[config.mk]
export PLATFORM = sky130hd
export DESIGN_NAME = egs_scaler
export DESIGN_NICKNAME = d
export VERILOG_FILES = /design/src/egs_pkg.sv /design/src/egs_scaler.sv
export SDC_FILE = /design/constraint.sdc
export NUM_CORES = 2
export LEC_CHECK = 0
export BUFFER_PORTS_ARGS = -buffer_cell sky130_fd_sc_hd__buf_4
export CAP_MARGIN = 20
export CORE_AREA = 3 3 379 381
export CTS_BUF_LIST = sky130_fd_sc_hd__clkbuf_16
export DETAILED_ROUTE_END_ITERATION = 10
export DIE_AREA = 0 0 382 384
export GPL_TIMING_DRIVEN = 0
export PLACE_DENSITY = 0.77
export SLEW_MARGIN = 20
export SYNTH_ARGS = -nofsm -noshare
export SYNTH_HDL_FRONTEND = slang
export SYNTH_SLANG_ARGS = --single-unit
[constraint.sdc]
create_clock -name sys_clk -period 34.5 [get_ports sys_clk]
set_clock_uncertainty 0.1 [all_clocks]
set_input_delay 6.9 -clock sys_clk [delete_from_list [all_inputs] [get_ports sys_clk]]
set_output_delay 6.9 -clock sys_clk [all_outputs]
set_load 0.01 [all_outputs]
[src/egs_pkg.sv]
/*
 * egs_pkg: constants of the electronic gear scaler, register map, field positions,
 * reset values, modes and arithmetic limits.
 * assumes: one 100 MHz clock, word-aligned byte addresses on the plain register port.
 */
// What this block does
// - in position and full-closed modes the host position command is multiplied by numerator over denominator.
// - in speed and torque modes the encoder pulse count is divided by the gear ratio to give feedback in command units.
// - a zero numerator setting is replaced by the encoder resolution, 131072 for 17-bit or 1048576 for 20-bit.
// - the zero-numerator substitution also holds in full-closed mode.
// - an effective ratio outside 1/1000 to 1000 inclusive raises the parameter-setting alarm 93.0.
// - with a zero numerator each command is scaled by encoder resolution over a denominator of 1 to 1073741824.
// - with a numerator of 1 to 1073741824 each command is scaled by numerator over denominator.
`default_nettype none
package egs_pkg;
    // register byte offsets
    localparam logic [7:0] REG_NUM_OFS = 8'h00;
    localparam logic [7:0] REG_DEN_OFS = 8'h04;
    localparam logic [7:0] REG_CTRL_OFS = 8'h08;
    localparam logic [7:0] REG_STAT_OFS = 8'h0c;
    localparam logic [7:0] REG_MASK_OFS = 8'h10;
    localparam logic [7:0] REG_STATE_OFS = 8'h14;
    localparam logic [7:0] REG_EFFNUM_OFS = 8'h18;
    localparam logic [7:0] REG_ALARM_OFS = 8'h1c;
    localparam logic [7:0] REG_SMOOTH_OFS = 8'h20;
    localparam logic [7:0] REG_FIR_OFS = 8'h24;
    // control fields
    localparam int CTRL_MODE_LSB = 0;
    localparam int CTRL_ENC20_BIT = 2;
    // status and mask fields
    localparam int STAT_ALARM_BIT = 0;
    localparam int STAT_POS_BIT = 1;
    localparam int STAT_FB_BIT = 2;
    localparam int STAT_W = 3;
    // live state fields
    localparam int STATE_OK_BIT = 0;
    localparam int STATE_BUSY_BIT = 1;
    // reset values
    localparam logic [30:0] NUM_RST = 31'h0000_0000;
    localparam logic [30:0] DEN_RST = 31'h0000_0001;
    localparam logic [2:0] CTRL_RST = 3'h0;
    localparam logic [STAT_W-1:0] MASK_RST = 3'h0;
    localparam logic [15:0] SMOOTH_RST = 16'h0000;
    // settings limits and encoder resolutions
    localparam logic [30:0] SET_MAX = 31'h4000_0000;
    localparam logic [30:0] RES_17BIT = 31'h0002_0000;
    localparam logic [30:0] RES_20BIT = 31'h0010_0000;
    localparam logic [9:0] RATIO_LIMIT = 10'h3e8;
    // alarm code 93.0 as main number and sub number
    localparam logic [15:0] ALARM_CODE = 16'h5d00;
    // divider length in steps
    localparam logic [6:0] DIV_STEPS = 7'h40;
    // control modes
    typedef enum logic [1:0] {
        EGS_MODE_POS = 2'b00,
        EGS_MODE_SPEED = 2'b01,
        EGS_MODE_TORQUE = 2'b10,
        EGS_MODE_FULLCL = 2'b11
    } egs_mode_t;
    // scaler states
    typedef enum logic [1:0] {
        EGS_IDLE = 2'b00,
        EGS_DIV = 2'b01,
        EGS_DONE = 2'b10
    } egs_state_t;
endpackage : egs_pkg
`default_nettype wire

[src/egs_scaler.sv]
/*
 * egs_scaler: electronic gear scaler with register port, sticky events, mask and
 * interrupt, and a sequential signed divider shared by command and feedback paths.
 * assumes: inputs synchronous to sys_clk, synchronous active-high reset, the
 * host holds a request until ready is seen high in the same cycle.
 */
`timescale 1ns/1ps
`default_nettype none
module egs_scaler #(
    parameter int CMD_W = 32
) (
    // clock and reset
    input wire logic sys_clk,
    input wire logic rst,
    // register port
    input wire logic [7:0] reg_addr,
    input wire logic [31:0] reg_wdata,
    input wire logic reg_wr,
    input wire logic reg_rd,
    output logic [31:0] reg_rdata,
    // host position command
    input wire logic cmd_valid,
    input wire logic [CMD_W-1:0] cmd_delta,
    output logic cmd_ready,
    // motor encoder pulses
    input wire logic enc_valid,
    input wire logic [CMD_W-1:0] enc_delta,
    output logic enc_ready,
    // scaled outputs
    output logic pos_valid,
    output logic [CMD_W-1:0] pos_out,
    output logic fb_valid,
    output logic [CMD_W-1:0] fb_out,
    // alarm and interrupt
    output logic alarm,
    output logic irq
);
    // widths the datapath cannot serve are refused at elaboration
    if (CMD_W < 8 || CMD_W > 32) begin : g_bad_cmd_w
        $error("egs_scaler: CMD_W must lie in 8..32");
    end
    if (egs_pkg::DIV_STEPS != 7'h40) begin : g_bad_steps
        $error("egs_scaler: divider needs one step per dividend bit");
    end

    logic [30:0] num_r;
    logic [30:0] den_r;
    logic [2:0] ctrl_r;
    logic [egs_pkg::STAT_W-1:0] stat_r;
    logic [egs_pkg::STAT_W-1:0] mask_r;
    logic [15:0] smooth_r;
    logic [15:0] fir_r;
    logic [31:0] rdata_r;
    egs_pkg::egs_state_t state_r;
    logic [6:0] step_r;
    logic [63:0] dvd_r;
    logic [31:0] rem_r;
    logic [30:0] dvr_r;
    logic neg_r;
    logic fb_job_r;
    logic [31:0] carry_r;
    logic keep_r;
    logic [CMD_W-1:0] pos_r;
    logic [CMD_W-1:0] fb_r;
    logic pos_v_r;
    logic fb_v_r;

    egs_pkg::egs_mode_t mode;
    logic fb_mode;
    logic [30:0] num_eff;
    logic [40:0] num_x1000;
    logic [40:0] den_x1000;
    logic ratio_ok;
    logic idle;
    logic take_cmd;
    logic take_enc;
    logic take;
    logic [63:0] delta_ext;
    logic [63:0] mul_ext;
    logic [63:0] product;
    logic [63:0] dividend;
    logic [63:0] mag;
    logic [31:0] rem_sh;
    logic rem_ge;
    logic [63:0] q_final;
    logic [31:0] carry_nxt;
    logic [egs_pkg::STAT_W-1:0] ev;
    logic cfg_wr;

    assign mode = egs_pkg::egs_mode_t'(ctrl_r[egs_pkg::CTRL_MODE_LSB +: 2]);
    assign fb_mode = (mode == egs_pkg::EGS_MODE_SPEED) || (mode == egs_pkg::EGS_MODE_TORQUE);

    // zero numerator takes the encoder resolution in every mode
    always_comb begin
        if (num_r == 31'h0) begin
            num_eff = ctrl_r[egs_pkg::CTRL_ENC20_BIT] ? egs_pkg::RES_20BIT : egs_pkg::RES_17BIT;
        end else begin
            num_eff = num_r;
        end
    end

    // ratio must stay within 1/1000 .. 1000 inclusive
    assign num_x1000 = {10'h0, num_eff} * {31'h0, egs_pkg::RATIO_LIMIT};
    assign den_x1000 = {10'h0, den_r} * {31'h0, egs_pkg::RATIO_LIMIT};
    assign ratio_ok = (den_r != 31'h0) && (num_x1000 >= {10'h0, den_r})
        && ({10'h0, num_eff} <= den_x1000);
    assign alarm = !ratio_ok;

    // requests are served only by the path of the current mode and a valid ratio
    assign idle = (state_r == egs_pkg::EGS_IDLE);
    assign cmd_ready = idle && ratio_ok && !fb_mode;
    assign enc_ready = idle && ratio_ok && fb_mode;
    assign take_cmd = cmd_valid && cmd_ready;
    assign take_enc = enc_valid && enc_ready;
    assign take = take_cmd || take_enc;
    // a write to numerator, denominator or control changes the ratio or the path
    assign cfg_wr = reg_wr && (reg_addr == egs_pkg::REG_NUM_OFS || reg_addr == egs_pkg::REG_DEN_OFS
        || reg_addr == egs_pkg::REG_CTRL_OFS);

    // command times numerator over denominator, pulses times denominator over numerator
    always_comb begin
        if (fb_mode) begin
            delta_ext = {{(64-CMD_W){enc_delta[CMD_W-1]}}, enc_delta};
            mul_ext = {33'h0, den_r};
        end else begin
            delta_ext = {{(64-CMD_W){cmd_delta[CMD_W-1]}}, cmd_delta};
            mul_ext = {33'h0, num_eff};
        end
        product = delta_ext * mul_ext;
        dividend = product + {32'h0, carry_r};
        mag = dividend[63] ? (64'h0 - dividend) : dividend;
    end

    // one restoring step per clock
    assign rem_sh = {rem_r[30:0], dvd_r[63]};
    assign rem_ge = rem_sh >= {1'b0, dvr_r};

    // floor division keeps a non-negative remainder for the next request
    always_comb begin
        if (!neg_r) begin
            q_final = dvd_r;
            carry_nxt = rem_r;
        end else if (rem_r == 32'h0) begin
            q_final = 64'h0 - dvd_r;
            carry_nxt = 32'h0;
        end else begin
            q_final = 64'h0 - dvd_r - 64'h1;
            carry_nxt = {1'b0, dvr_r} - rem_r;
        end
    end

    // scaler sequence
    always_ff @(posedge sys_clk) begin
        if (rst) begin
            state_r <= egs_pkg::EGS_IDLE;
            step_r <= 7'h0;
            dvd_r <= 64'h0;
            rem_r <= 32'h0;
            dvr_r <= 31'h1;
            neg_r <= 1'b0;
            fb_job_r <= 1'b0;
        end else begin
            case (state_r)
                egs_pkg::EGS_IDLE: begin
                    if (take) begin
                        dvd_r <= mag;
                        rem_r <= 32'h0;
                        dvr_r <= fb_mode ? num_eff : den_r;
                        neg_r <= dividend[63];
                        fb_job_r <= fb_mode;
                        step_r <= 7'h0;
                        state_r <= egs_pkg::EGS_DIV;
                    end
                end
                egs_pkg::EGS_DIV: begin
                    rem_r <= rem_ge ? (rem_sh - {1'b0, dvr_r}) : rem_sh;
                    dvd_r <= {dvd_r[62:0], rem_ge};
                    step_r <= step_r + 7'h1;
                    if (step_r == egs_pkg::DIV_STEPS - 7'h1) begin
                        state_r <= egs_pkg::EGS_DONE;
                    end
                end
                egs_pkg::EGS_DONE: begin
                    state_r <= egs_pkg::EGS_IDLE;
                end
                default: begin
                    state_r <= egs_pkg::EGS_IDLE;
                end
            endcase
        end
    end

    // a remainder belongs to the ratio and path it was made with, so numerator, denominator and control writes drop it
    always_ff @(posedge sys_clk) begin
        if (rst) begin
            carry_r <= 32'h0;
            keep_r <= 1'b0;
        end else if (cfg_wr) begin
            carry_r <= 32'h0;
            keep_r <= 1'b0;
        end else begin
            if (take) begin
                keep_r <= 1'b1;
            end
            if (state_r == egs_pkg::EGS_DONE && keep_r) begin
                carry_r <= carry_nxt;
            end
        end
    end

    // result registers and one-cycle valid pulses
    always_ff @(posedge sys_clk) begin
        if (rst) begin
            pos_r <= '0;
            fb_r <= '0;
            pos_v_r <= 1'b0;
            fb_v_r <= 1'b0;
        end else begin
            pos_v_r <= (state_r == egs_pkg::EGS_DONE) && !fb_job_r;
            fb_v_r <= (state_r == egs_pkg::EGS_DONE) && fb_job_r;
            if (state_r == egs_pkg::EGS_DONE && !fb_job_r) begin
                pos_r <= q_final[CMD_W-1:0];
            end
            if (state_r == egs_pkg::EGS_DONE && fb_job_r) begin
                fb_r <= q_final[CMD_W-1:0];
            end
        end
    end
    assign pos_valid = pos_v_r;
    assign pos_out = pos_r;
    assign fb_valid = fb_v_r;
    assign fb_out = fb_r;

    // settings written by software
    always_ff @(posedge sys_clk) begin
        if (rst) begin
            num_r <= egs_pkg::NUM_RST;
            den_r <= egs_pkg::DEN_RST;
            ctrl_r <= egs_pkg::CTRL_RST;
            mask_r <= egs_pkg::MASK_RST;
            smooth_r <= egs_pkg::SMOOTH_RST;
            fir_r <= egs_pkg::SMOOTH_RST;
        end else if (reg_wr) begin
            case (reg_addr)
                egs_pkg::REG_NUM_OFS: begin
                    if (reg_wdata[30:0] <= egs_pkg::SET_MAX && reg_wdata[31] == 1'b0) begin
                        num_r <= reg_wdata[30:0];
                    end
                end
                egs_pkg::REG_DEN_OFS: begin
                    if (reg_wdata[30:0] <= egs_pkg::SET_MAX && reg_wdata[31] == 1'b0
                        && reg_wdata[30:0] != 31'h0) begin
                        den_r <= reg_wdata[30:0];
                    end
                end
                egs_pkg::REG_CTRL_OFS: begin
                    ctrl_r <= reg_wdata[2:0];
                end
                egs_pkg::REG_MASK_OFS: begin
                    mask_r <= reg_wdata[egs_pkg::STAT_W-1:0];
                end
                egs_pkg::REG_SMOOTH_OFS: begin
                    smooth_r <= reg_wdata[15:0];
                end
                egs_pkg::REG_FIR_OFS: begin
                    fir_r <= reg_wdata[15:0];
                end
                default: begin
                end
            endcase
        end
    end

    // sticky events, write one to clear, a new event wins over the clear
    always_comb begin
        ev = '0;
        ev[egs_pkg::STAT_ALARM_BIT] = !ratio_ok;
        ev[egs_pkg::STAT_POS_BIT] = (state_r == egs_pkg::EGS_DONE) && !fb_job_r;
        ev[egs_pkg::STAT_FB_BIT] = (state_r == egs_pkg::EGS_DONE) && fb_job_r;
    end

    always_ff @(posedge sys_clk) begin
        if (rst) begin
            stat_r <= '0;
        end else if (reg_wr && reg_addr == egs_pkg::REG_STAT_OFS) begin
            stat_r <= (stat_r & ~reg_wdata[egs_pkg::STAT_W-1:0]) | ev;
        end else begin
            stat_r <= stat_r | ev;
        end
    end
    assign irq = |(stat_r & mask_r);

    // read data stands the cycle after the strobe only
    always_ff @(posedge sys_clk) begin
        if (rst) begin
            rdata_r <= 32'h0;
        end else if (reg_rd) begin
            case (reg_addr)
                egs_pkg::REG_NUM_OFS: rdata_r <= {1'b0, num_r};
                egs_pkg::REG_DEN_OFS: rdata_r <= {1'b0, den_r};
                egs_pkg::REG_CTRL_OFS: rdata_r <= {29'h0, ctrl_r};
                egs_pkg::REG_STAT_OFS: rdata_r <= {29'h0, stat_r};
                egs_pkg::REG_MASK_OFS: rdata_r <= {29'h0, mask_r};
                egs_pkg::REG_STATE_OFS: rdata_r <= {30'h0, !idle, ratio_ok};
                egs_pkg::REG_EFFNUM_OFS: rdata_r <= {1'b0, num_eff};
                egs_pkg::REG_ALARM_OFS: rdata_r <= {16'h0, ratio_ok ? 16'h0 : egs_pkg::ALARM_CODE};
                egs_pkg::REG_SMOOTH_OFS: rdata_r <= {16'h0, smooth_r};
                egs_pkg::REG_FIR_OFS: rdata_r <= {16'h0, fir_r};
                default: rdata_r <= 32'h0;
            endcase
        end else begin
            rdata_r <= 32'h0;
        end
    end
    assign reg_rdata = rdata_r;
endmodule : egs_scaler
`default_nettype wire

==> reports/metrics.csv <==
metric,value,unit
power.share.sequential,36.1,%
synth_warnings,0,
cts_tree,done,
vias,63357,
crit_required,34850,ps
initial_utilization,49.8,%
grt_pass1_vias,63580,
slew_headroom,12.9,%
cp_data_arrival_time,19340,ps
leakage,36.5,nW
period_share,55.0,%
seqCellArea,7430,um2
drt_pre_antenna_iters,10,
timing.rr.start,ctrl_r[0],
timing.critical_path.mode_cell,fa_1,
synthCells,8339,
synthToLayoutAreaGrowth,7.71,%
mostFrequentLayoutCell,inv_1,
grt_usage,37.9,%
clock-sinks,371,
dieHeight,384,um
viasPerCell,6.02,
grt_max_degree,24,
hold_viol_final,0,
status,completed,
synthesis.nets,10229,
criticalPathCategory,in2reg,
synthFlopType,dfxtp_1,
power.internal,0.000773,W
max_freq,52.7,MHz
drc,0,
reg2regPathDepth,36,
overflow,0,
min_path_cells,2,
cts_root_buf,clkbuf_16,
dp_hpwl,234000,um
cts_max_level,2,
dieArea,147000,um2
synth_top_area_share,37.6,%
synth_area_leaders,"fa_1, dfxtp_1, ha_1",
rrSetupSlack,18900,ps
core-area,141000,um2
grt_pass1_wl,411000,um
path_max_fanout,10,
avgSynthCellArea,8.41,um2
wl,281000,um
syn_area,70100,um2
slew_violations,0,
synth-edff-count,0,
die_w,382,um
clkTransAtPathRegs,60,ps
mostFrequentLayoutCells,"inv_1, fa_1, nand2_1, nor2_1, ha_1",
period_minus_slack,18990,ps
yosysUniqueCellTypes,94,
ctsResizeCount,0,
whs_endpoint,dvd_r[39],
cts_buffer_depth,3,
rows,138,
slowest_delay,1220,ps
rr_endpoint,dvd_r[61],
place_area,74300,um2
ys_seq_elements,371,
nets,10490,
min_from,dvd_r[38],
cts_hold_buf,0,
crit_slowest_cell,fa_1,
yosysSeqAreaShare,10.6,%
drive_above_1_share,4.22,%
dp.cells,10449,
tightest_slew,1310,ps
drt_iter0_markers,7337,
fill_cells,13174,
utilization,53.6,%
multi_input_area,55300,um2
synth-async-reset-ratio,0,%
comb_power_share,29.8,%
setup-violations-final,0,
p_switching,0.000441,W
p_total,0.00121,W
antenna_left,0,
post-cts-setup-buffers,0,
io_buffers,206,
design_area,75600,um2
setup_tns,0,ps
io_pins,212,
rsz0062_at_grt,false,
cp-start-kind,input port,
endpoint_kind,flip-flop,
numCtsBuffers,39,
final_cells,10529,
power-per-cell-area,16.1,nW/um2
wl_per_cell,26.7,um
swShare,36.3,%
clk_latency,570,ps
max_cap_violations,0,
antenna_found_initial,15,
min_path_type,reg2reg,
place_congestion,1.11,
ir_worst_vdd,0.0000314,V
synth_top_cell_by_area,fa_1,
clockPowerShare,34.1,%
==> worst max path at each step <==
stage,from,endpoint,cells past startpoint
global placement,enc_delta[31],dvd_r[61],32
CTS,cmd_delta[31],dvd_r[61],32
floorplan,enc_delta[13],dvd_r[61],32
detailed placement,cmd_delta[31],dvd_r[61],32
finish,enc_delta[31],dvd_r[61],32
global route,enc_delta[31],dvd_r[32],32
==> sequential cells by signal, indices dropped and copies added (netlist names) <==
register	flops
fb_out	32
reg_rdata	31
num_r	31
pos_out	32
dvr_r	31
state_r	2
pos_valid	1
neg_r	1
step_r	7
carry_r	32
dvd_r	64
fb_job_r	1
ctrl_r	3
keep_r	1
stat_r	3
fir_r	16
fb_valid	1
rem_r	32
mask_r	3
den_r	31
smooth_r	16
==> critical path: cells and delay by family <==
family / cells / cell delay [ps]
buffers and inverters: 8 / 2370
and+or+nand+nor: 6 / 1890
AOI/OAI and AO/OA: 8 / 2310
xor gates and xnor gates: 1 / 180
adders and majority gates: 9 / 5640
==> cell families after synthesis <==
| logic type | count (synthesis) | share of synthesized area (%) |
|---|---|---|
| buf+inv | 1992 | 10.7 |
| simple gates | 2519 | 15.6 |
| mux | 107 | 1.53 |
| other cells | 1 | 0.00535 |
| fa+ha+maj | 1780 | 45.8 |
| flops | 371 | 10.6 |
| xor+xnor | 271 | 3.41 |
| compound gates | 1298 | 12.4 |
==> final cells by class <==
cell class	instances	area share (%)
inverter	1537	7.64
antenna	9	0.0298
timing repair buffer	220	2.27
sequential	371	9.83
tap	1890	3.13
multi-input combinational	5976	73.2
clock inverter	31	0.285
clock buffer	40	1.32
buffer	455	2.30
==> per-layer routing <==
metal | up-vias | GRT usage (%) | share of wire [%]
met5 | - | 0 | 0.014
met4 | 6 | 20.0 | 6.7
met3 | 890 | 14.0 | 14
met2 | 4252 | 56.7 | 42
met1 | 31281 | 48.0 | 37
li1 | 26928 | - | -
==> power by group through the flow <==
stage          Combinational (W)  Clock (W)  Sequential (W)
6_report                0.000362   0.000414        0.000438
4_1_cts                 0.000348   0.000412        0.000437
3_3_place_gp            0.000342          0        0.000447
5_1_grt                 0.000383   0.000430        0.000438
2_1_floorplan           0.000224          0        0.000444
3_5_place_dp            0.000346          0        0.000447
==> metrics by stage <==
stage	hold slack, ps	setup WS (ps)
2_1_floorplan	331	18670
3_3_place_gp	340	15600
3_5_place_dp	345	15460
4_1_cts	354	16040
5_1_grt	369	15400
6_report	356	15510
==> cells in the mapped netlist, types with 9 or more instances <==
cell type	count
nand4b_1	9
o22ai_1	10
a311oi_1	39
a222oi_1	17
and4_1	18
mux2i_1	104
o221ai_1	9
o211ai_1	40
nor4_1	43
o21bai_1	25
a211oi_1	116
a22oi_1	42
buf_1	27
nand2b_1	45
dfxtp_1	371
nand3_1	79
xor2_1	96
ha_1	464
nor3_1	83
a21oi_1	361
a31oi_1	42
a221oi_1	29
o32ai_1	25
or2_2	16
fa_1	1316
or4_1	21
inv_1	1537
nand2_1	992
and3_1	34
xnor2_1	174
clkbuf_1	418
a21o_1	132
or3_1	29
o21a_1	37
o31ai_1	26
a21boi_0	14
nor2b_1	31
a211o_1	13
nand4_1	71
and2_1	82
o21ai_0	191
nor2_1	933
o21ai_1	25
Power figures use the tool's default switching activity.
